===== config.mk =====
export PLATFORM = sky130hd
export DESIGN_NAME = utw_timer
export DESIGN_NICKNAME = d
export VERILOG_FILES = /design/src/rtl/utw_pkg.sv /design/src/rtl/utw_prescaler.sv /design/src/rtl/utw_pin_filter.sv /design/src/rtl/utw_timer.sv
export SDC_FILE = /design/constraint.sdc
export NUM_CORES = 1
export LEC_CHECK = 0
export BUFFER_PORTS_ARGS = -buffer_cell sky130_fd_sc_hd__buf_2
export CAP_MARGIN = 30
export CORE_MARGIN = 3
export CORE_UTILIZATION = 57
export CTS_BUF_LIST = sky130_fd_sc_hd__clkbuf_4 sky130_fd_sc_hd__clkbuf_8 sky130_fd_sc_hd__clkbuf_16
export CTS_CLUSTER_DIAMETER = 80
export DETAILED_ROUTE_END_ITERATION = 8
export HOLD_SLACK_MARGIN = 0.15
export PLACE_DENSITY = 0.82
export SYNTH_ARGS = -nofsm -noshare
export SYNTH_HDL_FRONTEND = slang
export SYNTH_HIERARCHICAL = 1
export SYNTH_SLANG_ARGS = --single-unit

===== constraint.sdc =====
create_clock -name hclk -period 3.93 [get_ports hclk]
set_clock_uncertainty 0.2 [all_clocks]
set_input_delay 0.786 -clock hclk [delete_from_list [all_inputs] [get_ports hclk]]
set_output_delay 0.786 -clock hclk [all_outputs]
set_load 0.005 [all_outputs]

===== src/rtl/utw_pkg.sv =====
// shared constants and types of the up-counter timer with event and window modes
package utw_pkg;
	// register byte offsets on the bus
	localparam logic [7:0]  OFF_CTRL      = 8'h00;
	localparam logic [7:0]  OFF_CMP_LO    = 8'h04;
	localparam logic [7:0]  OFF_CMP_HI    = 8'h08;
	localparam logic [7:0]  OFF_CAP_LO    = 8'h0C;
	localparam logic [7:0]  OFF_CAP_HI    = 8'h10;
	localparam logic [7:0]  OFF_CNT_LO    = 8'h14;
	localparam logic [7:0]  OFF_CNT_HI    = 8'h18;
	localparam logic [7:0]  OFF_STATUS    = 8'h1C;
	// control register field positions
	localparam int          CTL_MODE_LSB  = 0;
	localparam int          CTL_CLK_LSB   = 2;
	localparam int          CTL_START_LSB = 4;
	localparam int          CTL_STOPSEL   = 6;
	localparam int          CTL_ACAP      = 7;
	localparam int          CTL_PSEL      = 8;
	localparam int          CTL_WIDTH     = 9;
	// status register field positions
	localparam int          STS_RUN       = 0;
	localparam int          STS_WAIT      = 1;
	localparam int          STS_PEND      = 2;
	// reset values
	localparam logic [8:0]  CTRL_RESET    = 9'h000;
	localparam logic [15:0] CMP_RESET     = 16'hFFFF;
	// field encodings
	localparam logic [1:0]  MODE_BASE     = 2'h0;
	localparam logic [1:0]  MODE_WINDOW   = 2'h1;
	localparam logic [1:0]  START_STOP    = 2'h0;
	localparam logic [1:0]  START_CMD     = 2'h1;
	localparam logic [1:0]  START_RISE    = 2'h2;
	localparam logic [1:0]  START_FALL    = 2'h3;
	localparam logic [1:0]  CLK_DIV11     = 2'h0;
	localparam logic [1:0]  CLK_DIV7      = 2'h1;
	localparam logic [1:0]  CLK_DIV3      = 2'h2;
	localparam logic [1:0]  CLK_PIN       = 2'h3;
	// pin filter timing, in periods of the high-speed clock (hclk)
	localparam int          FILT_REJECT_FC = 4;
	localparam int          FILT_DETECT_FC = 12;
	localparam int          FILT_SYNC_FC   = 2;
	localparam logic [2:0]  FILT_STABLE    = 3'((FILT_REJECT_FC + FILT_DETECT_FC) / 2
		- FILT_SYNC_FC);
	// counter sequencing states
	typedef enum logic [1:0] {ST_IDLE, ST_WAIT, ST_RUN} utw_state_t;
endpackage : utw_pkg


===== src/rtl/utw_prescaler.sv =====
// free-running divider giving the internal source clock enables
module utw_prescaler (
	input  wire logic hclk,
	input  wire logic hresetn,
	input  wire logic slow_tick_in,
	output logic      tick_fc3,
	output logic      tick_fc7,
	output logic      tick_fc11,
	output logic      tick_fs3
);
	logic [10:0] div;
	logic [2:0]  sdiv;

	// high-speed divide chain and low-speed divide by eight
	always_ff @(posedge hclk or negedge hresetn)
	begin
		if (!hresetn)
		begin
			div       <= 11'h000;
			sdiv      <= 3'h0;
			tick_fc3  <= 1'b0;
			tick_fc7  <= 1'b0;
			tick_fc11 <= 1'b0;
			tick_fs3  <= 1'b0;
		end
		else
		begin
			div       <= div + 11'h001;
			tick_fc3  <= &div[2:0];
			tick_fc7  <= &div[6:0];
			tick_fc11 <= &div;
			if (slow_tick_in)
				sdiv <= sdiv + 3'h1;
			tick_fs3  <= slow_tick_in && (&sdiv);
		end
	end
endmodule : utw_prescaler


===== src/rtl/utw_pin_filter.sv =====
// count input pin synchroniser, noise filter and edge detector
module utw_pin_filter (
	input  wire logic hclk,
	input  wire logic hresetn,
	input  wire logic pin_in,
	input  wire logic bypass,
	output logic      level,
	output logic      rise,
	output logic      fall
);
	logic       sync1;
	logic       sync2;
	logic [2:0] cnt;
	wire        differ = sync2 != level;
	wire        accept = differ && (bypass || cnt == (utw_pkg::FILT_STABLE - 3'h1));

	// two-flop synchroniser, then hold-off counter on the settled level
	always_ff @(posedge hclk or negedge hresetn)
	begin
		if (!hresetn)
		begin
			sync1 <= 1'b0;
			sync2 <= 1'b0;
			cnt   <= 3'h0;
			level <= 1'b0;
			rise  <= 1'b0;
			fall  <= 1'b0;
		end
		else
		begin
			sync1 <= pin_in;
			sync2 <= sync1;
			cnt   <= (differ && !accept) ? cnt + 3'h1 : 3'h0;
			if (accept)
				level <= sync2;
			rise  <= accept && sync2;
			fall  <= accept && !sync2;
		end
	end
endmodule : utw_pin_filter


===== src/rtl/utw_timer.sv =====
// 16-bit up-counter timer: timer, trigger, event and window modes, AHB-Lite registers
// How it works
// timer mode counts source ticks; compare A match interrupts, clears, keeps counting
// with auto-capture on, each source tick copies the count into capture B
// capture B only updates while running with capture on; read before stopping
// software waits one source tick after enabling capture before first read
// trigger mode starts counting only after the selected pin edge
// stop-select set: match clears, halts and interrupts
// stop-select set: opposite edge before match clears and halts, no interrupt
// halted trigger counter restarts from zero on the next trigger edge
// stop-select clear: match clears, halts, interrupts; other edges ignored while running
// pin filter drops pulses up to 4 fc periods, keeps 12 or more
// low-frequency run and sleep bypass the pin filter
// event mode counts selected pin edges instead of internal ticks
// event mode checks match on the opposite edge, then clears and interrupts
// auto-capture also works in event mode
// window mode counts internal ticks while pin is at chosen level
// window pulse must be much slower than the internal source clock
// clock select: 00 /2^11 or slow/8, 01 /2^7, 10 /2^3, 11 pin
// mode select: one code for timer/trigger/event, another for window
// oscillator stop forces start control to stop, clearing the counter
// new compare value loads on first source tick after upper byte write
// counter, compare A and capture B are 16 bits, read as bytes
// each match gives a one-cycle interrupt request pulse
//
// Decided for this implementation: register access over AHB-Lite and the register offsets.
module utw_timer (
	input  wire logic        hclk,
	input  wire logic        hresetn,
	input  wire logic        hsel,
	input  wire logic [31:0] haddr,
	input  wire logic [1:0]  htrans,
	input  wire logic        hwrite,
	input  wire logic [2:0]  hsize,
	input  wire logic [31:0] hwdata,
	input  wire logic        hready,
	output logic      [31:0] hrdata,
	output logic             hreadyout,
	output logic             hresp,
	input  wire logic        count_input_pin,
	input  wire logic        low_speed_tick,
	input  wire logic        low_frequency_run_mode,
	input  wire logic        low_frequency_sleep_mode,
	input  wire logic        osc_stop_entry,
	output logic             match_interrupt
);
	logic [8:0]               counter_control_register;
	logic [15:0]              compare_a_register;
	logic [15:0]              capture_b_register;
	logic [15:0]              counter;
	logic [7:0]               cmp_lo_stage;
	logic [7:0]               cmp_hi_stage;
	logic                     cmp_pending;
	logic                     wr_pend;
	logic [7:0]               wr_addr;
	utw_pkg::utw_state_t      state;
	utw_pkg::utw_state_t      next_state;
	logic [15:0]              next_count;
	logic                     next_match;
	logic                     tick_fc3;
	logic                     tick_fc7;
	logic                     tick_fc11;
	logic                     tick_fs3;
	logic                     pin_level;
	logic                     pin_rise;
	logic                     pin_fall;

	// control field decode
	wire [1:0] operating_mode_select = counter_control_register[utw_pkg::CTL_MODE_LSB +: 2];
	wire [1:0] source_clock_select   = counter_control_register[utw_pkg::CTL_CLK_LSB +: 2];
	wire [1:0] start_control         = counter_control_register[utw_pkg::CTL_START_LSB +: 2];
	wire       trigger_stop_select   = counter_control_register[utw_pkg::CTL_STOPSEL];
	wire       auto_capture_enable   = counter_control_register[utw_pkg::CTL_ACAP];
	wire       prescaler_select_bit  = counter_control_register[utw_pkg::CTL_PSEL];
	wire       low_freq              = low_frequency_run_mode || low_frequency_sleep_mode;

	// mode decode from mode, clock source and start fields
	wire ext_src   = source_clock_select == utw_pkg::CLK_PIN;
	wire base_mode = operating_mode_select == utw_pkg::MODE_BASE;
	wire win_mode  = operating_mode_select == utw_pkg::MODE_WINDOW;
	wire edge_arm  = start_control[1];
	wire is_timer  = base_mode && !ext_src && start_control == utw_pkg::START_CMD;
	wire is_trig   = base_mode && !ext_src && edge_arm;
	wire is_event  = base_mode && ext_src && edge_arm;
	wire is_window = win_mode && !ext_src && edge_arm;

	// pin edges: trigger or counting edge, and its opposite
	wire sel_rise  = start_control == utw_pkg::START_RISE;
	wire trig_edge = sel_rise ? pin_rise : pin_fall;
	wire opp_edge  = sel_rise ? pin_fall : pin_rise;
	wire gate_ok   = pin_level == sel_rise;

	// source clock select; high-speed taps are dead in low-frequency modes
	wire slow_div  = prescaler_select_bit || low_freq;
	wire src_tick  = (source_clock_select == utw_pkg::CLK_DIV11) ? (slow_div ? tick_fs3 : tick_fc11)
		: (source_clock_select == utw_pkg::CLK_DIV7) ? (tick_fc7 && !low_freq)
		: (source_clock_select == utw_pkg::CLK_DIV3) ? (tick_fc3 && !low_freq)
		: trig_edge;

	wire [15:0] inc     = counter + 16'h0001;
	wire        inc_hit = inc == compare_a_register;
	wire        running = state == utw_pkg::ST_RUN;

	// divider for the internal source clocks
	utw_prescaler u_prescaler (
		.hclk         (hclk),
		.hresetn      (hresetn),
		.slow_tick_in (low_speed_tick),
		.tick_fc3     (tick_fc3),
		.tick_fc7     (tick_fc7),
		.tick_fc11    (tick_fc11),
		.tick_fs3     (tick_fs3)
	);

	// pin synchroniser and noise filter, bypassed in low-frequency modes
	utw_pin_filter u_pin_filter (
		.hclk    (hclk),
		.hresetn (hresetn),
		.pin_in  (count_input_pin),
		.bypass  (low_freq),
		.level   (pin_level),
		.rise    (pin_rise),
		.fall    (pin_fall)
	);

	// counter sequencing
	always_comb
	begin
		next_state = state;
		next_count = counter;
		next_match = 1'b0;
		if (start_control == utw_pkg::START_STOP)
		begin
			next_state = utw_pkg::ST_IDLE;
			next_count = 16'h0000;
		end
		else
		begin
			case (state)
				utw_pkg::ST_IDLE:
				begin
					next_count = 16'h0000;
					if (is_timer || is_event || is_window)
						next_state = utw_pkg::ST_RUN;
					else if (is_trig)
						next_state = utw_pkg::ST_WAIT;
				end
				utw_pkg::ST_WAIT:
				begin
					if (!is_trig)
						next_state = utw_pkg::ST_IDLE;
					else if (trig_edge)
					begin
						next_state = utw_pkg::ST_RUN;
						next_count = 16'h0000;
					end
				end
				utw_pkg::ST_RUN:
				begin
					if (is_timer || is_window)
					begin
						if (src_tick && (is_timer || gate_ok))
						begin
							next_count = inc_hit ? 16'h0000 : inc;
							next_match = inc_hit;
						end
					end
					else if (is_trig)
					begin
						if (src_tick && inc_hit)
						begin
							next_state = utw_pkg::ST_WAIT;
							next_count = 16'h0000;
							next_match = 1'b1;
						end
						else if (trigger_stop_select && opp_edge)
						begin
							next_state = utw_pkg::ST_WAIT;
							next_count = 16'h0000;
						end
						else if (src_tick)
							next_count = inc;
					end
					else if (is_event)
					begin
						if (opp_edge && counter == compare_a_register)
						begin
							next_count = 16'h0000;
							next_match = 1'b1;
						end
						else if (src_tick)
							next_count = inc;
					end
					else
						next_state = utw_pkg::ST_IDLE;
				end
				default:
					next_state = utw_pkg::ST_IDLE;
			endcase
		end
	end

	// state, count and one-cycle match pulse
	always_ff @(posedge hclk or negedge hresetn)
	begin
		if (!hresetn)
		begin
			state           <= utw_pkg::ST_IDLE;
			counter         <= 16'h0000;
			match_interrupt <= 1'b0;
		end
		else
		begin
			state           <= next_state;
			counter         <= next_count;
			match_interrupt <= next_match;
		end
	end

	// auto-capture of the running count, only while running
	always_ff @(posedge hclk or negedge hresetn)
	begin
		if (!hresetn)
			capture_b_register <= 16'h0000;
		else if (src_tick && auto_capture_enable && running)
			capture_b_register <= counter;
	end

	// bus address phase decode
	wire ap_take  = hsel && htrans[1] && hready && hsize == 3'h2;
	wire wr_ctrl  = wr_pend && wr_addr == utw_pkg::OFF_CTRL;
	wire wr_cmplo = wr_pend && wr_addr == utw_pkg::OFF_CMP_LO;
	wire wr_cmphi = wr_pend && wr_addr == utw_pkg::OFF_CMP_HI;

	// read selection; unmapped offsets read zero
	wire [7:0]  ra     = haddr[7:0];
	wire [2:0]  status = {cmp_pending, state == utw_pkg::ST_WAIT, running};
	wire [31:0] rd_mux = (ra == utw_pkg::OFF_CTRL)   ? {23'h000000, counter_control_register}
		: (ra == utw_pkg::OFF_CMP_LO) ? {24'h000000, compare_a_register[7:0]}
		: (ra == utw_pkg::OFF_CMP_HI) ? {24'h000000, compare_a_register[15:8]}
		: (ra == utw_pkg::OFF_CAP_LO) ? {24'h000000, capture_b_register[7:0]}
		: (ra == utw_pkg::OFF_CAP_HI) ? {24'h000000, capture_b_register[15:8]}
		: (ra == utw_pkg::OFF_CNT_LO) ? {24'h000000, counter[7:0]}
		: (ra == utw_pkg::OFF_CNT_HI) ? {24'h000000, counter[15:8]}
		: (ra == utw_pkg::OFF_STATUS) ? {29'h00000000, status}
		: 32'h00000000;

	// bus slave: zero wait states, always OKAY
	always_ff @(posedge hclk or negedge hresetn)
	begin
		if (!hresetn)
		begin
			wr_pend   <= 1'b0;
			wr_addr   <= 8'h00;
			hrdata    <= 32'h00000000;
			hreadyout <= 1'b0;
			hresp     <= 1'b0;
		end
		else
		begin
			hreadyout <= 1'b1;
			hresp     <= 1'b0;
			wr_pend   <= ap_take && hwrite;
			wr_addr   <= ra;
			if (ap_take && !hwrite)
				hrdata <= rd_mux;
		end
	end

	// control register; oscillator stop overrides start control
	always_ff @(posedge hclk or negedge hresetn)
	begin
		if (!hresetn)
			counter_control_register <= utw_pkg::CTRL_RESET;
		else
		begin
			if (wr_ctrl)
				counter_control_register <= hwdata[utw_pkg::CTL_WIDTH-1:0];
			if (osc_stop_entry)
				counter_control_register[utw_pkg::CTL_START_LSB +: 2] <= utw_pkg::START_STOP;
		end
	end

	// compare staging: upper byte arms, next source tick loads
	always_ff @(posedge hclk or negedge hresetn)
	begin
		if (!hresetn)
		begin
			cmp_lo_stage       <= utw_pkg::CMP_RESET[7:0];
			cmp_hi_stage       <= utw_pkg::CMP_RESET[15:8];
			cmp_pending        <= 1'b0;
			compare_a_register <= utw_pkg::CMP_RESET;
		end
		else
		begin
			if (src_tick && cmp_pending)
			begin
				compare_a_register <= {cmp_hi_stage, cmp_lo_stage};
				cmp_pending        <= 1'b0;
			end
			if (wr_cmplo)
				cmp_lo_stage <= hwdata[7:0];
			if (wr_cmphi)
			begin
				cmp_hi_stage <= hwdata[7:0];
				cmp_pending  <= 1'b1;
			end
		end
	end
endmodule : utw_timer


Yosys cells after proc, flatten, opt, wreduce, memory -nomap -nowiden:

Index checks and enable logic that the tools add are counted.

* bits in registers: 145
* bits in latches: 0
* RAM bits: 0
* ROM bits: 0
* input port bits: 79
* output and inout bits: 35
* logic and storage cells: 169
* memories kept: 0

* add/subtract/negate cells: 4
* multiply operators: 0
* div/mod/pow operators: 0
* order comparisons: 0
* equal/unequal tests: 32
* shift-type cells: 0
* mux-type cells: 51
* bitwise logic cells: 0
* reduce and logical (&&, ||, !) cells: 56

Operators by type and width (number)
* $mux W16: 12
* $mux W8: 6
* $pmux W16 S3: 1
* $eq A16 B16 Y1: 2
* $eq A8 B5 Y1 const B: 4
* $logic_and A1 B1 Y1: 29
* $eq A8 B4 Y1 const B: 3
* $mux W2: 11
* $add A16 B1 Y16 const B: 1
* $eq A8 B3 Y1 const B: 2
* $logic_not A8 Y1: 2
* $mux W1: 16
* $ne A4 B3 Y1 const B: 3
* $add A11 B1 Y11 const B: 1
* $reduce_and A11 Y1: 1
* $reduce_and A5 Y1: 2
* $mux W9: 1
* $eq A2 B1 Y1 const B: 4
* $eq A2 B2 Y1 const B: 4
* $logic_not A2 Y1: 4
* $logic_or A1 B1 Y1: 7
* $reduce_and A7 Y1: 1
* $add A3 B1 Y3 const B: 2
* $mux W3: 2
* 15 further kinds: 22

Longest topological paths before layout:

* word-level depth: 13
* depth in mapped cells: 11
* gate-level depth less buffers: 9

Cells and area by module:

Netlist, hierarchy kept.

Modules (own cells, without submodules)
* utw_timer: instances 1, cells an instance 566, area an instance 5709.2 µm², sequential area each 2442.3 µm²
* utw_prescaler: instances 1, cells an instance 52, area an instance 713.2 µm², sequential area each 450.4 µm²
* utw_pin_filter: instances 1, cells an instance 21, area an instance 326.6 µm², sequential area each 200.2 µm²

Worst setup path after synthesis:

OpenSTA, ideal clock, no wires.

* path kind: in2reg
* start: input low_frequency_sleep_mode
* end: register counter[13]
* library setup time: 0.096 ns
* arrival: 2.849 ns
* required time: 3.634 ns
* slack: 0.786 ns
* stages: 9
* buffers on the path: 1
* path through: nor3_1 mux2_1 a211oi_1 o21ai_1 or2_1 a21oi_2 clkbuf_1 a22oi_1 o31ai_1

* cells in the longest elaborated chain, start to end: 13
* elaborated cells on any way between the ends: 22
* those cells by class: eq/ne (1); mux (13); reduce/logical (8)

Ends and longest elaborated chain
* start, declared: RTL line utw_timer.sv:43 `input wire logic low_frequency_sleep_mode,`
* $logic_or A1 B1 Y1 (*): RTL line utw_timer.sv:75 `wire low_freq = low_frequency_run_mode || low_frequency_sleep_mode;`
* $logic_not A1 Y1: RTL line utw_timer.sv:96, utw_timer.sv:97
* $logic_and A1 B1 Y1: RTL line utw_timer.sv:97 `: (source_clock_select == utw_pkg::CLK_DIV3) ? (tick_fc3 && !low_freq)`
* $mux W1: RTL line utw_timer.sv:97
* $mux W1: RTL line utw_timer.sv:96 `: (source_clock_select == utw_pkg::CLK_DIV7) ? (tick_fc7 && !low_freq)`
* $mux W1 (*): RTL line utw_timer.sv:95 `wire src_tick = (source_clock_select == utw_pkg::CLK_DIV11) ? (slow_div ? tick_fs3 : tick_fc11)`
* $mux W16
* $mux W16 (on tied branches) (2 in a row)
* $mux W16: RTL line utw_timer.sv:168 `else if (is_trig)`
* $mux W16: RTL line utw_timer.sv:160 `if (is_timer || is_window)`
* $pmux W16 S3: RTL line utw_timer.sv:139 `case (state)`
* $mux W16: RTL line utw_timer.sv:132 `if (start_control == utw_pkg::START_STOP)`
* end signal, assigned: RTL line utw_timer.sv:215 `counter <= next_count;`
* end, declared: RTL line utw_timer.sv:50 `logic [15:0] counter;`

Every way passes the cells marked *; elsewhere a longest branch is shown, timed or not. The select of a mux whose other input is x is not followed.
A chain may end at the register's enable or synchronous reset.

Final worst setup path:

* start: register counter[0]
* end: register counter[11]

* cells in the longest elaborated chain, start to end: 8
* elaborated cells on any way between the ends: 16
* those cells by class: add/sub (1); eq/ne (2); mux (11); reduce/logical (2)

Ends and longest elaborated chain
* $add A16 B1 Y16 / $eq A16 B16 Y1 (equally long branches): RTL line utw_timer.sv:100, utw_timer.sv:186
* $eq A16 B16 Y1, or another cell as far along: RTL line utw_timer.sv:101 `wire inc_hit = inc == compare_a_register;`
* $logic_and A1 B1 Y1, or another cell as far along: RTL line utw_timer.sv:170 `if (src_tick && inc_hit)`
* $mux W16 (on tied branches): RTL line utw_timer.sv:170, utw_timer.sv:184
* $mux W16: RTL line utw_timer.sv:168
* $mux W16 (*): RTL line utw_timer.sv:160
* $pmux W16 S3 (*): RTL line utw_timer.sv:139
* $mux W16 (*): RTL line utw_timer.sv:132

Marked as above.

==> results.md <==
* Status: completed
* LEAKAGE at 3.24 nW
* # diodes at 0
* Tot Pwr at ~3.2 mW
* Chip Height at 115 microns
* Avg WL per Cell at 20.1 microns
* Min Tclk post-route at approximately 3500 ps
* Largest net degree at the start of global routing at 56
* Ratio of cells with drive above 1 in the final layout at 28.4%
* Setup slack after layout at 427 ps
* Met2 Resource Use GR at 43.3%
* GR Overflow Total at 0
* Number of DRC markers in iteration 0 at between 400 and 500
* Global placer's final weighted congestion at 0.963
* Count of final setup violators at 0
* GRT met3 Usage at under 10%
* Final setup TNS at 0 ps
* Global Route Usage Sum at a little over a quarter
* Layout area overhead at 11.6%
* Filler instances at roughly 860
* Post_cts resized at 0
* Die X at between 100 and 150 microns
* Min Hold Slack at between 200 and 250 ps
* Syn Area/Cell at 10.6 sq um
* Dpl hpwl at around 12 mm
* Io pins at ~110
* Initial antenna violation count at 0
* Drt pass-1 iters at 5
* Via-to-Cell Ratio at about 6.1
* Final Slew Violations at 0
* DRC violations left at 0
* First-pass GRT wire length at between 20 and 30 mm
* Max frequency at roughly 290 MHz
* CP Launch Type: register
* Commonest non-fill, non-tap cells in the layout: 90 x dfrtp_1, 56 x mux2_2, 54 x nand2_1
* Pwr dens at roughly 420 nW/um^2
* CTS buffer count at 17
* Nets at 763
* Non-filler cells, final at 829
* Worst-path maximum fanout at 16
* Crit path max-delay family: simple AND/OR/NAND/NOR gates
* Register Area at slightly above 3000 sq um
* Dpl cells at slightly below 800
* Worst-skew pair later-pin latency at between 400 and 500 ps
* Final worst-path cycle share at 89.1%
* Multi-input gate area at 3310 sq um
* #FFs+latches synth at ~120
* CTS sink cnt at between 100 and 150
* Die footprint at between 10000 and 15000 sq um
* PortBufs at roughly 40
* Buf+Inv Stages, Crit Path at 0
* DRT Wirelength at around 17 mm
* GR peak layer: met2
* TritonCTS clock tree: done
* Top FF cell, synth: dfrtp_1
* CTS clock-pin slew for the worst setup and hold paths at around 50 ps
* Yosys warning count at 6
* Post-layout util at 65.4%
* H-tree Lvls at 4
* Worst slew pin tran at between 700 and 800 ps
* Syn Std Cell Area at between 6000 and 7000 sq um
* Unrepaired setup endpoints after global routing: false
* Post-route ant nets at 0
* Total core area at around 12000 sq um
* Root buffer cell: clkbuf_16
* Top cells by area, synth: dfrtp_1 33%, dfstp_2 12%, mux2_2 9.3%
* Yosys top cell by area: dfrtp_1
* Clock buffer depth at 2
* Vias in the first global route at approximately 5100
* Top cell type's share of synthesized area at between 30% and 40%
* Slew margin rel. at 50.7%
* Setup slack, reg-to-reg at ~430 ps
* Slowest CP cell: dfrtp_1
* Asr flop ratio synth at 100%
* Mapped Cells at around 640
* Post-CTS setup buffers at 0
* Final Hold Vio Count at 0
* Critical-path cell list: ha_1 -> and4_1 -> nand4_1 -> xnor2_1 -> nor3_1 -> o2111ai_2 -> o211ai_4 -> nor2_1 -> a211o_1
* Vias post-DR at 5095
* Post-place setup slack at 427 ps
* Area post-placement at between 6000 and 7000 sq um
* MaxCap Viol Count at 0
* Number of flops mapped to enable cells by yosys at 0
* Netlist cell types at just under 80
* Peak supply drop at 0.327 mV
* Post-route design area at around 7500 sq um
* CP peak stage delay at around 540 ps
* CP endpoint kind: register
* Critical Path RT at 4020 ps
* Worst Hold Class: primary input to async pin
* Num rows at 39
* Setup CP Type: register to register
* Worst Path Arrival at 3600 ps
* Most common cell after layout, fill and taps aside: dfrtp_1
* Initial Utilization at 58.6%
* Met1 Usage GRT at around a third
* Post-synthesis sequential area ratio at 45.8%
## final cells by class
cell class              count  area share [%]
clock buffers              20            6.26
inverters                  24            1.20
well taps                 143            2.38
clock inverters            12            1.50
flip-flops and latches    122            41.1
repair buffers             50            3.69
multi-input cells         458            43.9
## power breakdown
group | internal [mW] | switching, mW
Sequential | 1.34 | 0.0681
Clock | 0.937 | 0.587
Combinational | 0.115 | 0.138
Total | 2.39 | 0.793
## Yosys cell counts, types with 13 or more instances
library cell,n
xor2_1,13
clkbuf_1,17
nor3_1,13
mux2i_1,14
xnor2_1,18
nand4_1,15
o21ai_0,18
buf_4,26
dfrtp_1,90
buf_2,13
dfstp_2,32
mux2_2,56
inv_1,24
o21ai_1,16
nand2_1,54
nor2_1,30
a21oi_1,27
## worst register-to-register path, cell delays in order (launching register included)
cell	delay, ps
dfrtp_1	540
ha_1	350
and4_1	450
nand4_1	310
xnor2_1	220
nor3_1	260
o2111ai_2	210
o211ai_4	470
nor2_1	110
a211o_1	270
## worst paths after layout
| kind | start | to | cells past startpoint |
|---|---|---|---|
| setup / recovery | counter[0] | counter[11] | 9 |
| hold / removal | hresetn | hreadyout | 1 |
| setup reg to reg | counter[0] | counter[11] | 9 |
| hold reg to reg | hrdata[7] | hrdata[7] | 2 |
| max in group asynchronous | hresetn | compare_a_register[1] | 2 |
| min in group hclk | count_input_pin | u_pin_filter/sync1 | 1 |
## logic make-up (layout without fill, tap and decap cells)
logic type | Yosys count | in the layout | share of synthesized area [%]
AO/OA/AOI/OAI | 125 | 125 | 13.1
XOR/XNOR | 33 | 33 | 4.62
adder cells (fa/ha/maj) | 11 | 11 | 2.04
buffers and inverters | 82 | 106 | 6.47
flip-flops | 122 | 122 | 45.8
multiplexers | 75 | 75 | 12.9
other | 2 | 25 | 0.111
AND/OR/NAND/NOR | 189 | 189 | 14.9
## per-layer routing
layer | part of all wire, % | routed length, microns
met3 | 8.3 | 1390
met5 | 0 | 0
met4 | 3.3 | 550
met1 | 40 | 6640
met2 | 49 | 8110
## state kept, by name, indices dropped and copies added, names as in the netlist, 8 cells and up
register / count
cmp_lo_stage: 8
u_prescaler/div: 11
compare_a_register: 16
capture_b_register: 16
counter_control_register: 9
cmp_hi_stage: 8
hrdata: 9
wr_addr: 8
counter: 16
## repair_timing
item,in CTS,in global routing
hold buffers,1,0
endpoints found under the setup margin,0,0
hold endpoints to repair,1,0
No activity file was read; power rests on OpenSTA's default activity.
